`config.mk`:
```
export PLATFORM = sky130hd
export DESIGN_NAME = rtcap_top
export DESIGN_NICKNAME = d
export VERILOG_FILES = /design/src/rtcap_src.sv /design/src/rtcap_top.sv
export SDC_FILE = /design/constraint.sdc
export NUM_CORES = 1
export LEC_CHECK = 0
export ABC_AREA = 0
export BUFFER_PORTS_ARGS = -buffer_cell sky130_fd_sc_hd__buf_4
export CAP_MARGIN = 10
export CORE_MARGIN = 3
export CORE_UTILIZATION = 56
export CTS_CLUSTER_DIAMETER = 150
export DETAILED_ROUTE_END_ITERATION = 8
export PLACE_DENSITY = 0.9
export SLEW_MARGIN = 5
export SYNTH_ARGS = -nofsm -noshare
export SYNTH_HDL_FRONTEND = slang
export SYNTH_SLANG_ARGS = --single-unit
```
`constraint.sdc`:
```
create_clock -name REF_CLK -period 4.2 [get_ports REF_CLK]
set_clock_uncertainty 0.05 [all_clocks]
set_input_delay 0.42 -clock REF_CLK [delete_from_list [all_inputs] [get_ports REF_CLK]]
set_output_delay 0.42 -clock REF_CLK [all_outputs]
set_load 0.03 [all_outputs]
```
`src/rtcap_src.sv`:
```
// package and count-source conditioning for the reload timer
package rtcap_pkg;

  // ----------------------------------------
  // timing and field constants
  // ----------------------------------------
  localparam int unsigned SYS_DIV         = 12;
  localparam logic [1:0]  XSEL_EXT_DIV8   = 2'h1;
  localparam logic [1:0]  XSEL_COMPARATOR = 2'h3;
  localparam int unsigned XSEL_CAP_BIT    = 1;
  localparam logic [7:0]  BYTE_MAX        = 8'hff;
  localparam logic [7:0]  BYTE_ZERO       = 8'h00;
  localparam logic [7:0]  COUNT_RST       = 8'h00;
  localparam logic [7:0]  RELOAD_RST      = 8'h00;

  // ----------------------------------------
  // types
  // ----------------------------------------
  typedef struct packed {
    logic sys_div12;
    logic ext_div8;
    logic cmp_rise;
  } rtcap_ticks_t;

endpackage

`timescale 1ns/1ns

module rtcap_src
(
  input  wire logic                  clk,
  input  wire logic                  rst,
  input  wire logic                  ext_div8_pin,
  input  wire logic                  comparator_pin,
  output rtcap_pkg::rtcap_ticks_t    ticks
);

  // ----------------------------------------
  // two-stage synchronisers
  // ----------------------------------------
  logic [1:0] ext_meta_reg;
  logic [1:0] cmp_meta_reg;
  logic       ext_last_reg;
  logic       cmp_last_reg;
  logic [3:0] div_reg;
  logic       div_tick_reg;

  // synchronise sources
  always_ff @(posedge clk)
  begin
    if (rst)
    begin
      ext_meta_reg <= 2'h0;
      cmp_meta_reg <= 2'h0;
      ext_last_reg <= 1'b0;
      cmp_last_reg <= 1'b0;
    end
    else
    begin
      ext_meta_reg <= {ext_meta_reg[0], ext_div8_pin};
      cmp_meta_reg <= {cmp_meta_reg[0], comparator_pin};
      ext_last_reg <= ext_meta_reg[1];
      cmp_last_reg <= cmp_meta_reg[1];
    end
  end

  // ----------------------------------------
  // system clock prescaler
  // ----------------------------------------
  always_ff @(posedge clk)
  begin
    if (rst)
    begin
      div_reg      <= 4'h0;
      div_tick_reg <= 1'b0;
    end
    else if (div_reg == 4'(rtcap_pkg::SYS_DIV - 1))
    begin
      div_reg      <= 4'h0;
      div_tick_reg <= 1'b1;
    end
    else
    begin
      div_reg      <= div_reg + 4'h1;
      div_tick_reg <= 1'b0;
    end
  end

  // one-cycle rising edges
  assign ticks = '{sys_div12: div_tick_reg,
                   ext_div8:  ext_meta_reg[1] & ~ext_last_reg,
                   cmp_rise:  cmp_meta_reg[1] & ~cmp_last_reg};

endmodule // rtcap_src

```
`src/rtcap_top.sv`:
```
// reload timer with split and capture modes
//
// How it works
// split select 0 gives one 16-bit timer, 1 gives two bytes
// 16-bit wrap loads reload value and sets the high flag
// timer irq enable interrupts on each full 16-bit overflow
// with low irq enable too, low byte wraps also interrupt
// split bytes count apart, each reloading from its own byte
// in split mode run control gates only the high byte
// clock select 1 gives system clock, else external select field
// divided external clock and comparator are synchronised first
// split mode sets high flag on high wrap, low on low
// split irq on high wraps, on either with low irq enable
// flags are only cleared by software, which checks both
// software keeps split select zero while capturing
// capture on comparator rise or every eight external clocks
// capture copies count into reload and sets the high flag
// capture source bit 0 picks comparator, 1 external clock
// in capture mode the counter runs free without reloading
// comparator rises found by comparing with previous sample
// high flag is set when the high byte wraps to zero
// low flag is set on every low byte wrap, any mode
`timescale 1ns/1ns

module rtcap_top
(
  input  wire logic       REF_CLK,
  input  wire logic       RST,
  input  wire logic       RUN_CONTROL,
  input  wire logic       SPLIT_MODE_SELECT,
  input  wire logic       CAPTURE_MODE_ENABLE,
  input  wire logic [1:0] EXTERNAL_CLOCK_SELECT,
  input  wire logic       HIGH_BYTE_CLOCK_SELECT,
  input  wire logic       LOW_BYTE_CLOCK_SELECT,
  input  wire logic       TIMER_IRQ_ENABLE,
  input  wire logic       LOW_OVERFLOW_IRQ_ENABLE,
  input  wire logic       HIGH_FLAG_CLR,
  input  wire logic       LOW_FLAG_CLR,
  input  wire logic       COUNT_LOW_WR,
  input  wire logic       COUNT_HIGH_WR,
  input  wire logic       RELOAD_LOW_WR,
  input  wire logic       RELOAD_HIGH_WR,
  input  wire logic [7:0] WR_DATA,
  input  wire logic       EXT_CLK_DIV8,
  input  wire logic       COMPARATOR_OUT,
  output logic      [7:0] COUNT_LOW,
  output logic      [7:0] COUNT_HIGH,
  output logic      [7:0] RELOAD_LOW,
  output logic      [7:0] RELOAD_HIGH,
  output logic            HIGH_OVERFLOW_FLAG,
  output logic            LOW_OVERFLOW_FLAG,
  output logic            TIMER_IRQ
);

  // ----------------------------------------
  // declarations
  // ----------------------------------------
  rtcap_pkg::rtcap_ticks_t ticks;

  logic [7:0] count_low_reg;
  logic [7:0] count_high_reg;
  logic [7:0] reload_low_reg;
  logic [7:0] reload_high_reg;
  logic       high_flag_reg;
  logic       low_flag_reg;
  logic       irq_reg;

  logic [7:0] count_low_next;
  logic [7:0] count_high_next;
  logic [7:0] reload_low_next;
  logic [7:0] reload_high_next;
  logic       high_flag_next;
  logic       low_flag_next;
  logic       irq_next;

  logic       split;
  logic       low_tick;
  logic       high_tick;
  logic       low_inc;
  logic       high_inc;
  logic       low_wrap;
  logic       high_wrap;
  logic       capture_evt;

  // count source selection
  function automatic logic pick_tick
  (
    input logic                    msel,
    input logic [1:0]              xsel,
    input rtcap_pkg::rtcap_ticks_t t
  );
    logic sel;
    sel = t.sys_div12;
    if (msel)
      sel = 1'b1;
    else if (xsel == rtcap_pkg::XSEL_EXT_DIV8)
      sel = t.ext_div8;
    else if (xsel == rtcap_pkg::XSEL_COMPARATOR)
      sel = t.cmp_rise;
    return sel;
  endfunction

  // ----------------------------------------
  // source conditioning
  // ----------------------------------------
  rtcap_src u_src
  (
    .clk            (REF_CLK),
    .rst            (RST),
    .ext_div8_pin   (EXT_CLK_DIV8),
    .comparator_pin (COMPARATOR_OUT),
    .ticks          (ticks)
  );

  // ----------------------------------------
  // counting decisions
  // ----------------------------------------
  always_comb
  begin
    low_tick  = pick_tick(LOW_BYTE_CLOCK_SELECT, EXTERNAL_CLOCK_SELECT,
                          ticks);
    high_tick = pick_tick(HIGH_BYTE_CLOCK_SELECT, EXTERNAL_CLOCK_SELECT,
                          ticks);
    // mode from split select
    // capture forces the full 16-bit counter
    split = SPLIT_MODE_SELECT & ~CAPTURE_MODE_ENABLE;
    if (split)
    begin
      // low byte free, high byte gated
      low_inc  = low_tick;
      high_inc = high_tick & RUN_CONTROL;
    end
    else
    begin
      low_inc  = low_tick & RUN_CONTROL;
      high_inc = low_inc & (count_low_reg == rtcap_pkg::BYTE_MAX);
    end
    low_wrap  = low_inc & (count_low_reg == rtcap_pkg::BYTE_MAX);
    high_wrap = high_inc & (count_high_reg == rtcap_pkg::BYTE_MAX);
    // capture event source
    // source bit picks the event
    if (EXTERNAL_CLOCK_SELECT[rtcap_pkg::XSEL_CAP_BIT])
      capture_evt = CAPTURE_MODE_ENABLE & ticks.ext_div8;
    else
      capture_evt = CAPTURE_MODE_ENABLE & ticks.cmp_rise;
  end

  // ----------------------------------------
  // counter next values
  // ----------------------------------------
  always_comb
  begin
    count_low_next  = count_low_reg;
    count_high_next = count_high_reg;
    if (low_inc)
      count_low_next = count_low_reg + 8'h01;
    if (high_inc)
      count_high_next = count_high_reg + 8'h01;
    // capture mode wraps without reload
    if (!CAPTURE_MODE_ENABLE)
    begin
      if (split)
      begin
        // each byte reloads from its own byte
        if (low_wrap)
          count_low_next = reload_low_reg;
        if (high_wrap)
          count_high_next = reload_high_reg;
      end
      else if (high_wrap)
      begin
        // full wrap loads 16-bit reload
        count_low_next  = reload_low_reg;
        count_high_next = reload_high_reg;
      end
    end
    if (COUNT_LOW_WR)
      count_low_next = WR_DATA;
    if (COUNT_HIGH_WR)
      count_high_next = WR_DATA;
  end

  // ----------------------------------------
  // reload next values
  // ----------------------------------------
  always_comb
  begin
    reload_low_next  = reload_low_reg;
    reload_high_next = reload_high_reg;
    if (RELOAD_LOW_WR)
      reload_low_next = WR_DATA;
    if (RELOAD_HIGH_WR)
      reload_high_next = WR_DATA;
    // capture copies count to reload
    if (capture_evt)
    begin
      reload_low_next  = count_low_reg;
      reload_high_next = count_high_reg;
    end
  end

  // ----------------------------------------
  // flags and interrupt
  // ----------------------------------------
  always_comb
  begin
    // only software clears, set wins
    high_flag_next = high_flag_reg & ~HIGH_FLAG_CLR;
    low_flag_next  = low_flag_reg & ~LOW_FLAG_CLR;
    // high wrap sets high flag
    // high flag on high byte wrap
    // capture sets high flag
    if (high_wrap | capture_evt)
      high_flag_next = 1'b1;
    // low flag on any low wrap
    if (low_wrap)
      low_flag_next = 1'b1;
    // full overflow interrupt
    // low wraps interrupt with low enable
    // either byte with low enable
    irq_next = TIMER_IRQ_ENABLE &
               (high_flag_next | (LOW_OVERFLOW_IRQ_ENABLE & low_flag_next));
  end

  // ----------------------------------------
  // state registers
  // ----------------------------------------
  always_ff @(posedge REF_CLK)
  begin
    if (RST)
    begin
      count_low_reg  <= rtcap_pkg::COUNT_RST;
      count_high_reg <= rtcap_pkg::COUNT_RST;
    end
    else
    begin
      count_low_reg  <= count_low_next;
      count_high_reg <= count_high_next;
    end
  end

  always_ff @(posedge REF_CLK)
  begin
    if (RST)
    begin
      reload_low_reg  <= rtcap_pkg::RELOAD_RST;
      reload_high_reg <= rtcap_pkg::RELOAD_RST;
    end
    else
    begin
      reload_low_reg  <= reload_low_next;
      reload_high_reg <= reload_high_next;
    end
  end

  always_ff @(posedge REF_CLK)
  begin
    if (RST)
    begin
      high_flag_reg <= 1'b0;
      low_flag_reg  <= 1'b0;
      irq_reg       <= 1'b0;
    end
    else
    begin
      high_flag_reg <= high_flag_next;
      low_flag_reg  <= low_flag_next;
      irq_reg       <= irq_next;
    end
  end

  // ----------------------------------------
  // outputs
  // ----------------------------------------
  assign COUNT_LOW          = count_low_reg;
  assign COUNT_HIGH         = count_high_reg;
  assign RELOAD_LOW         = reload_low_reg;
  assign RELOAD_HIGH        = reload_high_reg;
  assign HIGH_OVERFLOW_FLAG = high_flag_reg;
  assign LOW_OVERFLOW_FLAG  = low_flag_reg;
  assign TIMER_IRQ          = irq_reg;

endmodule // rtcap_top

```
==> Yosys cells after proc, flatten, opt, wreduce, memory -nomap -nowiden <==
Cells that the tools add are included.
{ "totals": {"regBits": 46, "in_bits": 27, "elab_cells": 69} }
{ "op_classes": {"add_sub_neg": 3, "n_eq_ne": 5, "muxes": 24, "bitwise": 21, "n_reduce_logical": 3} }
{ "ops": {"columns": ["operator", "count"], "rows": [
  ["two-way mux 8 bit", 14],
  ["adder 8 x 1 -> 8 bit (second input constant)", 2],
  ["equality test 8 bit (second input constant)", 2],
  ["bitwise AND 1 bit", 14],
  ["two-way mux 1 bit", 10],
  ["inverter 1 bit", 5],
  ["adder 4 x 1 -> 4 bit (second input constant)", 1],
  ["equality test 4 bit (second input constant)", 1],
  ["nonzero test 2 bit", 2],
  ["equality test 2 x 1 -> 1 bit (second input constant)", 1],
  ["equality test 2 bit (second input constant)", 1],
  ["bitwise OR 1 bit", 2],
  ["OR reduction 2 bit", 1]
]} }

==> Depth between registers and ports, before layout <==
Gate-level depths: netlist (run 1).
{ "logic_depth": {"depth_word": 13, "depth_mapped": 8} }

==> Cells and area by module <==
A second synthesis (run 1) with hierarchy kept.
{ "unflattened": {"cells_unflattened": 265, "hier_area_um2": 2431.1} }
{ "modules_own_cells": {"columns": ["mod", "n_inst", "cells_per_inst", "area_each_um2"], "rows": [
  ["rtcap_top", 1, 231, 2030.7],
  ["rtcap_src", 1, 34, 400.4]
]} }

==> Least setup slack after synthesis (run 1) <==
Ideal clock, no wire load.
{ "synth_path": {"path_type": "flip-flop to flip-flop", "startpoint": "register count_high_reg[0], in the netlist COUNT_HIGH[0]", "endpoint": "register count_low_reg[7], in the netlist COUNT_LOW[7]", "setup_ps": 73, "arrival_time_ps": 2325, "t_required_ps": 4077, "path_slack_ps": 1752, "path_stages_with_launch": 9, "path_buffers": 1, "period_less_slack_ps": 2448, "path_cell_list": "dfxtp_1 > ha_1 > nand4_2 > nor3_2 > a31oi_1 > or2_1 > buf_2 > or4b_4 > o211ai_2"} }
{ "synth_via": {"elab_chain_cells": 6} }
{ "synth_rtl": {"columns": ["item", "line_no", "text"], "rows": [
  ["from (decl)", "rtcap_top.sv:61", "logic [7:0] count_high_reg;"],
  ["from (signal assigned)", "rtcap_top.sv:233", "count_high_reg <= rtcap_pkg::COUNT_RST;"],
  ["from (signal assigned)", "rtcap_top.sv:238", "count_high_reg <= count_high_next;"],
  ["equality test 8 bit", "rtcap_top.sv:139", "high_wrap = high_inc & (count_high_reg == rtcap_pkg::BYTE_MAX);"],
  ["bitwise AND 1 bit", "rtcap_top.sv:139", null],
  ["two-way mux 8 bit", "rtcap_top.sv:170", "else if (high_wrap)"],
  ["two-way mux 8 bit", "rtcap_top.sv:162", "if (split)"],
  ["two-way mux 8 bit", "rtcap_top.sv:160", "if (!CAPTURE_MODE_ENABLE)"],
  ["two-way mux 8 bit", "rtcap_top.sv:177", "if (COUNT_LOW_WR)"],
  ["to (signal assigned)", "rtcap_top.sv:232", "count_low_reg <= rtcap_pkg::COUNT_RST;"],
  ["to (signal assigned)", "rtcap_top.sv:237", "count_low_reg <= count_low_next;"],
  ["to (decl)", "rtcap_top.sv:60", "logic [7:0] count_low_reg;"]
]} }
No other way between the ends.
A chain may end at the register's enable or synchronous reset.

==> Final worst setup path (run 1) <==
{ "layout_path": {"startpoint": "register count_low_reg[0], in the netlist COUNT_LOW[0]", "endpoint": "register count_high_reg[4], in the netlist COUNT_HIGH[4]"} }
{ "layout_via": {"elab_chain_cells": 7, "elab_cells_between_ends": 8, "classes_between": "eq/ne: 1; mux: 5; bitwise: 2"} }
{ "layout_rtl": {"columns": ["item", "line_no", "text"], "rows": [
  ["equality test 8 bit *", "rtcap_top.sv:136", "high_inc = low_inc & (count_low_reg == rtcap_pkg::BYTE_MAX);"],
  ["bitwise AND 1 bit *", "rtcap_top.sv:136", null],
  ["two-way mux 1 bit *", "rtcap_top.sv:127", "if (split)"],
  ["two-way mux 8 bit / bitwise AND 1 bit (equally long branches)", "rtcap_top.sv:157, rtcap_top.sv:139", null],
  ["two-way mux 8 bit", "rtcap_top.sv:167, rtcap_top.sv:170", null],
  ["two-way mux 8 bit *", "rtcap_top.sv:160", null],
  ["two-way mux 8 bit *", "rtcap_top.sv:179", "if (COUNT_HIGH_WR)"]
]} }
Mark *: on every way between the ends. The rest lies on a longest branch, timed or not.

==> key figures, run 1 <==
Run
  – Max Cap Viol: 0

GRT
  – Largest net degree at the start of global routing: 55
  – Number of global-route vias before repair: 2,200
  – Initial antenna violation count: 0
  – Total congestion overflow: 0
  – All-Layer GR Usage: 26.40%
  – Global-route wire length before repair: 10,730 um

Timing
  – Setup_tns: 0 ns
  – Setup slack after layout: 1.600 ns
  – Period utilization: 61.92%
  – Tmin final: 2.600 ns
  – Setup violations, final: 0
  – Worst rel slew slack: 49.42%
  – Worst-Margin Slew: 0.7537 ns
  – RSZ-0062 raised after global routing: false
  – Final Hold Vio Count: 0
  – Final max-slew violation count: 0
  – Fmax achieved: 0.3845 GHz

Final layout
  – Nets: 356
  – Share of cells above drive strength 1: 24.16%
  – Most frequent cells in the layout: 62 x buf_4, 46 x dfxtp_1, 39 x nor2_1, 22 x a211oi_1, 20 x nand2_1
  – P&R area growth vs syn: 24.01%
  – Commonest non-fill, non-tap cell in the layout: buf_4
  – Antenna cells: 0

Critical path
  – Reg2Reg Setup Slack: 1.60 ns
  – WP data arrival: 2.72 ns
  – Setup crit start kind: flop
  – Kind of capture point of the worst setup path: flop
  – Setup crit start: COUNT_LOW[0]
  – Worst r2r src: COUNT_LOW[0]
  – Worst R2R End: COUNT_HIGH[4]
  – Critical path class: flop to flop
  – Worst R2R Path Depth: 6
  – Worst EP required: 4.31 ns
  – Worst-path fanout max: 11

Power
  – Pwr Density: 346.7 nW/um2
  – Static Leak: 1.258 nW
  – Worst IR Drop VDD: 0.2380 mV

Routing
  – DR vias: 2,318
  – Post-DRT Antenna Nets: 0
  – DRC violations left: 0
  – Routed wire length: 6471 um
  – First DRT Iteration DRCs: 261
  – Via density: 6.149
  – Pre-Repair DR Iteration Count: 4
  – Routed wire length per instance: 17.16 um

Floorplan
  – Die Y-Extent: 71.07 um
  – Core Box Area: 4029 um2
  – Die area: 5051 um2
  – Row cnt: 23
  – Io pins: 62
  – Initial Util: 58.85%
  – Horiz. Die Dim: 71.07 um

Yosys
  – Synth warn: 0
  – Syn_nets: 304
  – Proportion of netlist area held by the largest area contributor: 38.84%
  – Post-Syn Instances: 274
  – Most area-consuming cells after synthesis: dfxtp_1 39%, mux2i_1 7.2%, a211oi_1 7.0%
  – Synth area leader: dfxtp_1
  – Top FF cell, synth: dfxtp_1
  – Yosys cell types: 52
  – EDFF count, synth: 0
  – Synth async-reset ratio: 0%
  – Sequential share of the synthesized area: 38.84%
  – Mean Syn Cell Area: 8.653 um2
  – FF+latch count, synth: 46
  – Cell area after synthesis: 2371 um2

Clocking
  – CTS tree: done
  – H-tree depth: 2
  – Clk Latency, worst-skew pair: 0.30 ns
  – Postcts setup bufs: 0
  – Reg clk slew, reported paths: 0.08 ns
  – Post-CTS Resized: 0
  – Deepest clock path buffer count: 2
  – # hold bufs at CTS: 0
  – Clock sink count: 46
  – Clk Tree Root Cell: clkbuf_8
  – Total CTS buffers: 5

Run status
  – Status: complete, no violations

Min path
  – Hold Path Stages: 2
  – Hold Crit Endpoint: u_src.cmp_meta_reg[0]
  – Hold Crit Class: input pin to flop
  – Worst Hold Launch: COMPARATOR_OUT

Place
  – PortBufs: 61
  – Dpl ws: 1.575 ns
  – HPWL after DPL: 4478 um
  – RD Place Congestion: 0.9552
[cell type report]
cell class	instances	area, um2
Multi-Input combinational cell	202	1351
Fill cell	313	1089
Sequential cell	46	920.9
Timing Repair Buffer	62	465.4
Clock buffer	7	76.32
Tap cell	50	62.56
Inverter	9	33.78
Clock inverter	1	30.03
[cell families after synthesis]
group	count (synthesis)	share of synthesized area, %
fa+ha+maj	3	1.583
compound gates	63	20.05
flops	46	38.84
simple gates	110	24.59
xor+xnor	8	2.955
mux	18	7.652
buf+inv	26	4.327
[through the flow]
stage | instances | utilization [%] | area (um2) | hold slack, ns | power [mW]
after detailed placement | 369 | 70.34 | 2834 | 0.3747 | 0.6985
after CTS | 377 | 72.98 | 2940 | 0.2756 | 1.023
after global routing | 377 | 72.98 | 2940 | 0.2705 | 1.060
final | 377 | 72.98 | 2940 | 0.2770 | 1.019
after global placement | 369 | 70.34 | 2834 | 0.3693 | 0.6933
after floorplan | 274 | - | 2371 | 0.3638 | 0.6174
[worst max-delay path, stage by stage, from the launching register on]
cell       delay (ns)
dfxtp_1          0.48
ha_1             0.31
and4_1           0.27
o21ai_2          0.10
o21ai_1          0.62
a311oi_1         0.20
a2111oi_0        0.43
[power by group]
| part | switching (mW) | internal (mW) |
|---|---|---|
| sequential | 0.0316 | 0.463 |
| combinational | 0.115 | 0.0821 |
| clock | 0.149 | 0.178 |
| total | 0.296 | 0.723 |
[metal layers]
metal | part of all wire [%] | global-route usage, %
met1 | 41 | 33.10
met2 | 49 | 42.33
met3 | 8.5 | 8.097
met4 | 2.1 | 10.65
met5 | 0 | 0
[worst max-delay path by stage]
| stage | cells past startpoint | end | slack, ns |
|---|---|---|---|
| after floorplan | 8 | COUNT_LOW[7] | 1.75 |
| after global placement | 7 | COUNT_HIGH[4] | 1.71 |
| after detailed placement | 7 | COUNT_HIGH[4] | 1.58 |
| after CTS | 6 | COUNT_HIGH[4] | 1.67 |
| after global routing | 6 | COUNT_HIGH[4] | 1.49 |
| final | 6 | COUNT_HIGH[4] | 1.60 |
[synthesized netlist by cell type, types with 2 or more instances]
cell type	count
clkbuf_1	14
o221ai_1	4
xnor2_1	4
dfxtp_1	46
and3_1	2
nand3b_1	4
o211ai_1	2
a21oi_1	5
ha_1	3
nand2_1	20
nor2b_1	7
nor3_1	5
nand2b_1	4
a2111oi_0	5
and4_1	2
mux2i_1	17
inv_1	9
or4b_1	3
xor2_1	4
nor2_1	39
nor3b_1	3
a311oi_1	2
a211oi_1	22
o21ai_1	2
nand4_1	5
o22ai_1	5
o21ai_0	4
nand3_1	6
a31oi_1	3
Note: power is estimated with default switching activity, not from simulation.
==> run 2: changes to the inputs <==
--- a/config.mk
+++ b/config.mk
@@ -9,10 +9,10 @@
 export BUFFER_PORTS_ARGS = -buffer_cell sky130_fd_sc_hd__buf_4
 export CAP_MARGIN = 10
 export CORE_MARGIN = 3
-export CORE_UTILIZATION = 56
+export CORE_UTILIZATION = 52
 export CTS_CLUSTER_DIAMETER = 150
 export DETAILED_ROUTE_END_ITERATION = 8
-export PLACE_DENSITY = 0.9
+export PLACE_DENSITY = 0.85
 export SLEW_MARGIN = 5
 export SYNTH_ARGS = -nofsm -noshare
 export SYNTH_HDL_FRONTEND = slang
==> constraint.sdc (replaced) <==
create_clock -name REF_CLK -period 2.6 [get_ports REF_CLK]
set_clock_uncertainty 0.05 [all_clocks]
set_input_delay 0.26 -clock REF_CLK [delete_from_list [all_inputs] [get_ports REF_CLK]]
set_output_delay 0.26 -clock REF_CLK [all_outputs]
set_load 0.03 [all_outputs]
==> key figures, run 2 (synthesis results as in run 1) <==
Timing
  – Final max-slew violation count: 0 (unchanged)
  – RSZ-0062 raised after global routing: false
  – Setup_tns: 0 ns (unchanged)
  – Period utilization: 93.57% (+32 points)
  – Worst-Margin Slew: 0.5348 ns (-0.2188 ns)
  – Worst rel slew slack: 64.35% (+15 points)
  – Fmax achieved: 0.4111 GHz (+6.9%)
  – Final Hold Vio Count: 0 (unchanged)
  – Tmin final: 2.433 ns (-0.1678 ns)
  – Setup violations, final: 0 (unchanged)
  – Setup slack after layout: 0.1673 ns (-1.432 ns)

Critical path
  – CP bufs+invs: 0 (unchanged)
  – Worst-path fanout max: 8 (-3)
  – CP Cell Sequence: ha_2 -> nand4_2 -> nor3_4 -> a31oi_1 -> or2_1 -> or4b_1 -> o221ai_1
  – WP depth: 7 (+1)
  – WP data arrival: 2.61 ns (-0.11 ns)
  – Max incr delay on CP: 0.52 ns (-0.10 ns)
  – Worst R2R Path Depth: 7 (+1)
  – Cell family with most CP delay: simple AND/OR/NAND/NOR gates
  – Setup crit start kind: flop
  – Crit path max-delay cell type: or4b_1
  – Critical path class: flop to flop
  – Kind of capture point of the worst setup path: flop
  – Worst EP required: 2.78 ns (-1.53 ns)

Floorplan
  – Row cnt: 23 (unchanged)
  – Core Box Area: 4202 um2 (+4.3%)
  – Die Y-Extent: 73.53 um (+3.5%)
  – Die area: 5406 um2 (+7.0%)
  – Initial Util: 56.43% (-2.4 points)
  – Io pins: 62 (unchanged)
  – Horiz. Die Dim: 73.53 um (+3.5%)

Routing
  – First DRT Iteration DRCs: 224 (-14%)
  – Routed wire length: 6499 um (+0.43%)
  – DRC violations left: 0 (unchanged)
  – Pre-Repair DR Iteration Count: 4 (unchanged)
  – DR vias: 2,345 (+1.2%)
  – Routed wire length per instance: 17.15 um (about the same)
  – Post-DRT Antenna Nets: 0 (unchanged)
  – Via density: 6.187 (+0.63%)

Run status
  – Status: complete, no violations

Clocking
  – Reg clk slew, reported paths: 0.08 ns (about the same)
  – H-tree depth: 2 (unchanged)
  – Post-CTS Resized: 0 (unchanged)
  – Deepest clock path buffer count: 2 (unchanged)
  – Clk Tree Root Cell: clkbuf_8
  – CTS tree: done
  – Postcts setup bufs: 0 (unchanged)
  – Total CTS buffers: 5 (unchanged)
  – Clock sink count: 46 (unchanged)
  – # hold bufs at CTS: 0 (unchanged)
  – Clk Latency, worst-skew pair: 0.31 ns (about the same)

Place
  – Dpl ws: 0.1231 ns (-1.452 ns)
  – PortBufs: 61 (unchanged)
  – HPWL after DPL: 4592 um (+2.6%)
  – RD Place Congestion: 0.8040 (-16%)

Final layout
  – Most frequent cells in the layout: 64 x buf_4, 45 x dfxtp_1, 39 x nor2_1, 22 x a211oi_1, 20 x nand2_1
  – Antenna cells: 0 (unchanged)
  – Nets: 358 (+0.56%)
  – P&R area growth vs syn: 25.07%
  – Share of cells above drive strength 1: 25.23% (+1.1 points)
  – Commonest non-fill, non-tap cell in the layout: buf_4

GRT
  – All-Layer GR Usage: 24.48% (-1.9 points)
  – Number of global-route vias before repair: 2,070 (-5.9%)
  – Total congestion overflow: 0 (unchanged)
  – Largest net degree at the start of global routing: 55 (unchanged)
  – Global-route wire length before repair: 10,260 um (-4.4%)
  – Initial antenna violation count: 0 (unchanged)

Power
  – Static Leak: 1.281 nW (+1.8%)
  – Worst IR Drop VDD: 0.4781 mV (+100%)
  – Final Power: 1.647 mW (+62%)
  – Pwr Density: 555.5 nW/um2 (+60%)

Run
  – Max Cap Viol: 0 (unchanged)

Min path
  – Hold Path Stages: 2 (unchanged)
  – Hold Crit Class: input pin to flop
## run 2: per-layer routing
metal | part of all wire [%] | GRT usage (%) | vias to the layer above | routed length (um)
met4 | 1.8 | 7.243 | 0 | 116
met5 | 0 | 0 | - | 0
met1 | 44 | 33.81 | 1113 | 2859
met3 | 8.4 | 6.293 | 10 | 543
met2 | 46 | 37.50 | 104 | 2980
li1 | - | - | 1118 | -
## run 2: layout make-up
class / count / area, um2
Sequential cell: 46 / 922.1
Timing Repair Buffer: 64 / 480.5
Fill cell: 350 / 1236
Tap cell: 50 / 62.56
Inverter: 9 / 33.78
Clock buffer: 7 / 76.32
Clock inverter: 1 / 30.03
Multi-Input combinational cell: 202 / 1360
## run 2: path summary, 6_finish.rpt
kind	start	to	slack (ns)
hold reg to reg	u_src.cmp_meta_reg[0]	u_src.cmp_meta_reg[1]	0.40
setup / recovery	COUNT_HIGH[1]	COUNT_LOW[5]	0.17
setup reg to reg	COUNT_HIGH[1]	COUNT_LOW[5]	0.17
hold / removal	EXT_CLK_DIV8	u_src.ext_meta_reg[0]	0.13
## run 2: power by group
group	internal (mW)	switching, mW
clock network	0.288	0.238
registers	0.748	0.0479
logic	0.135	0.190
## run 2: stage by stage
stage	hold WS, ns	utilization (%)	cells	instance area (um2)
6_report	0.1270	70.58	379	2965
5_1_grt	0.1381	70.58	379	2965
4_1_cts	0.1233	70.34	379	2955
3_5_place_dp	0.3846	67.81	371	2849
3_3_place_gp	0.3687	67.81	371	2849
2_1_floorplan	0.3382	-	274	2371
==> run 3: changes to the inputs <==
--- a/config.mk
+++ b/config.mk
@@ -6,13 +6,13 @@
 export NUM_CORES = 1
 export LEC_CHECK = 0
 export ABC_AREA = 0
-export BUFFER_PORTS_ARGS = -buffer_cell sky130_fd_sc_hd__buf_4
 export CAP_MARGIN = 10
 export CORE_MARGIN = 3
-export CORE_UTILIZATION = 52
+export CORE_UTILIZATION = 60
 export CTS_CLUSTER_DIAMETER = 150
 export DETAILED_ROUTE_END_ITERATION = 8
-export PLACE_DENSITY = 0.85
+export DONT_BUFFER_PORTS = 1
+export PLACE_DENSITY = 0.82
 export SLEW_MARGIN = 5
 export SYNTH_ARGS = -nofsm -noshare
 export SYNTH_HDL_FRONTEND = slang
==> key figures, run 3 (synthesis results as in run 1) <==
Run status
  – Status: complete, no violations

Timing
  – Period utilization: 90.29% (-3.3 points)
  – RSZ-0062 raised after global routing: false
  – Setup violations, final: 0 (unchanged)
  – Fmax achieved: 0.4260 GHz (+3.6%)
  – Final max-slew violation count: 0 (unchanged)
  – Final Hold Vio Count: 0 (unchanged)
  – Setup slack after layout: 0.2525 ns (+0.08517 ns)
  – Worst-Margin Slew: 0.4924 ns (-0.04244 ns)
  – Worst rel slew slack: 66.33% (+2.0 points)
  – Tmin final: 2.348 ns (-0.08517 ns)
  – Final hold slack: 0.005565 ns (-0.1215 ns)
  – Setup_tns: 0 ns (unchanged)

Clocking
  – Post-CTS Resized: 0 (unchanged)
  – Total CTS buffers: 5 (unchanged)
  – Deepest clock path buffer count: 2 (unchanged)
  – Clk Tree Root Cell: clkbuf_8
  – Postcts setup bufs: 0 (unchanged)
  – # hold bufs at CTS: 1 (+1)
  – Reg clk slew, reported paths: 0.08 ns (about the same)
  – CTS tree: done
  – H-tree depth: 2 (unchanged)
  – Clock sink count: 46 (unchanged)
  – Clk Latency, worst-skew pair: 0.31 ns (about the same)

Routing
  – First DRT Iteration DRCs: 189 (-16%)
  – Via density: 6.473 (+4.6%)
  – Post-DRT Antenna Nets: 0 (unchanged)
  – Routed wire length: 6177 um (-5.0%)
  – DRC violations left: 0 (unchanged)
  – Routed wire length per instance: 18.61 um (+8.5%)
  – DR vias: 2,149 (-8.4%)
  – Pre-Repair DR Iteration Count: 4 (unchanged)

Critical path
  – Reg2Reg Setup Slack: 0.25 ns (+0.09 ns)
  – Worst EP required: 2.79 ns (about the same)
  – Worst r2r src: COUNT_HIGH[0]
  – Critical path class: flop to flop
  – Worst R2R Path Depth: 7 (unchanged)
  – WP data arrival: 2.53 ns (-0.08 ns)
  – Setup crit start kind: flop
  – Kind of capture point of the worst setup path: flop
  – Worst-path fanout max: 8 (unchanged)
  – Worst R2R End: COUNT_LOW[5]

Floorplan
  – Initial Util: 63.34% (+6.9 points)
  – Die area: 4742 um2 (-12%)
  – Die Y-Extent: 68.86 um (-6.3%)
  – Horiz. Die Dim: 68.86 um (-6.3%)
  – Io pins: 62 (unchanged)
  – Row cnt: 22 (-4.3%)
  – Core Box Area: 3744 um2 (-11%)

Min path
  – Hold Crit Endpoint: COUNT_LOW[2]
  – Hold Path Stages: 1 (-1)
  – Hold Crit Class: input pin to flop
  – Worst Hold Launch: COUNT_LOW_WR

Place
  – PortBufs: 0 (-100%)
  – Dpl ws: 0.3307 ns (+0.2076 ns)
  – HPWL after DPL: 4283 um (-6.7%)
  – Placed cell areas: 2501 um2 (-12%)
  – Post-Place Cells: 323 (-13%)
  – RD Place Congestion: 0.7909 (-1.6%)

Final layout
  – Post-route cell area: 2613 um2 (-12%)
  – Share of cells above drive strength 1: 13.03% (-12 points)
  – P&R area growth vs syn: 10.18%
  – Most frequent cells in the layout: 46 x dfxtp_1, 39 x nor2_1, 22 x a211oi_1, 20 x nand2_1, 18 x buf_4
  – Nets: 313 (-13%)
  – Commonest non-fill, non-tap cell in the layout: dfxtp_1
  – Non-filler cells, final: 332 (-12%)
  – Antenna cells: 0 (unchanged)

GRT
  – Met2 Usage GRT: 39.88% (+2.4 points)
  – Largest net degree at the start of global routing: 36 (-35%)
  – Number of global-route vias before repair: 1,912 (-7.6%)
  – All-Layer GR Usage: 27.38% (+2.9 points)
  – Met3 Use GR: 9.400% (+3.1 points)
  – Met1 Use GR: 37.04% (+3.2 points)
  – Grt peak-use layer: met2
  – Global-route wire length before repair: 9535 um (-7.1%)
  – Initial antenna violation count: 0 (unchanged)
  – Total congestion overflow: 0 (unchanged)

Power
  – Pwr Density: 571.8 nW/um2 (+2.9%)
  – Worst IR Drop VDD: 0.3354 mV (-30%)
  – Static Leak: 1.044 nW (-19%)

Run
  – Max Cap Viol: 0 (unchanged)
run 3: cell types whose count changed in the layout (fill, tap and decap cells not counted), sizes merged:
cell | previous run | this run
buf | 64 | 19
bufinv | 1 | 0
clkinv | 0 | 1
run 3: cell type report:
cell class / count / area, um2
clock buffer: 7 / 86.33
clock inverter: 1 / 5.005
fill: 323 / 1131
inverter: 9 / 33.78
multi-input combinational: 202 / 1351
sequential: 46 / 920.9
tap: 48 / 60.06
timing repair buffer: 19 / 155.1
run 3: worst max-delay path: stages, from the launching register on:
cell	delay [ns]
dfxtp_1	0.35
ha_1	0.27
nand4_2	0.18
nor3_2	0.31
a31oi_1	0.17
or2_1	0.34
or4b_1	0.52
o221ai_1	0.09
run 3: worst max-delay path by stage:
stage,endpoint,startpoint
after global routing,COUNT_LOW[5],COUNT_HIGH[0]
after detailed placement,COUNT_LOW[5],COUNT_HIGH[0]
after floorplan,COUNT_LOW[7],COUNT_HIGH[0]
final,COUNT_LOW[5],COUNT_HIGH[0]
after CTS,COUNT_LOW[5],COUNT_HIGH[0]
after global placement,COUNT_LOW[7],COUNT_HIGH[0]
run 3: routing by layer:
layer / vias to the layer above / share of wire, %
li1: 1027 / -
met1: 1015 / 44
met2: 96 / 44
met3: 11 / 9.7
met4: 0 / 2.2
met5: - / 0
run 3: power breakdown:
group / internal, mW / leakage (nW) / total, mW / switching (mW)
Clock: 0.215 / 0.0482 / 0.460 / 0.245
Sequential: 0.748 / 0.379 / 0.818 / 0.0700
Combinational: 0.0897 / 0.616 / 0.216 / 0.126
run 3: stage by stage:
stage / utilization (%) / total power, mW
after global routing: 69.79 / 1.550
after global placement: 66.81 / 1.030
after detailed placement: 66.81 / 1.036
after floorplan: - / 0.9974
after CTS: 69.79 / 1.490
final: 69.79 / 1.494
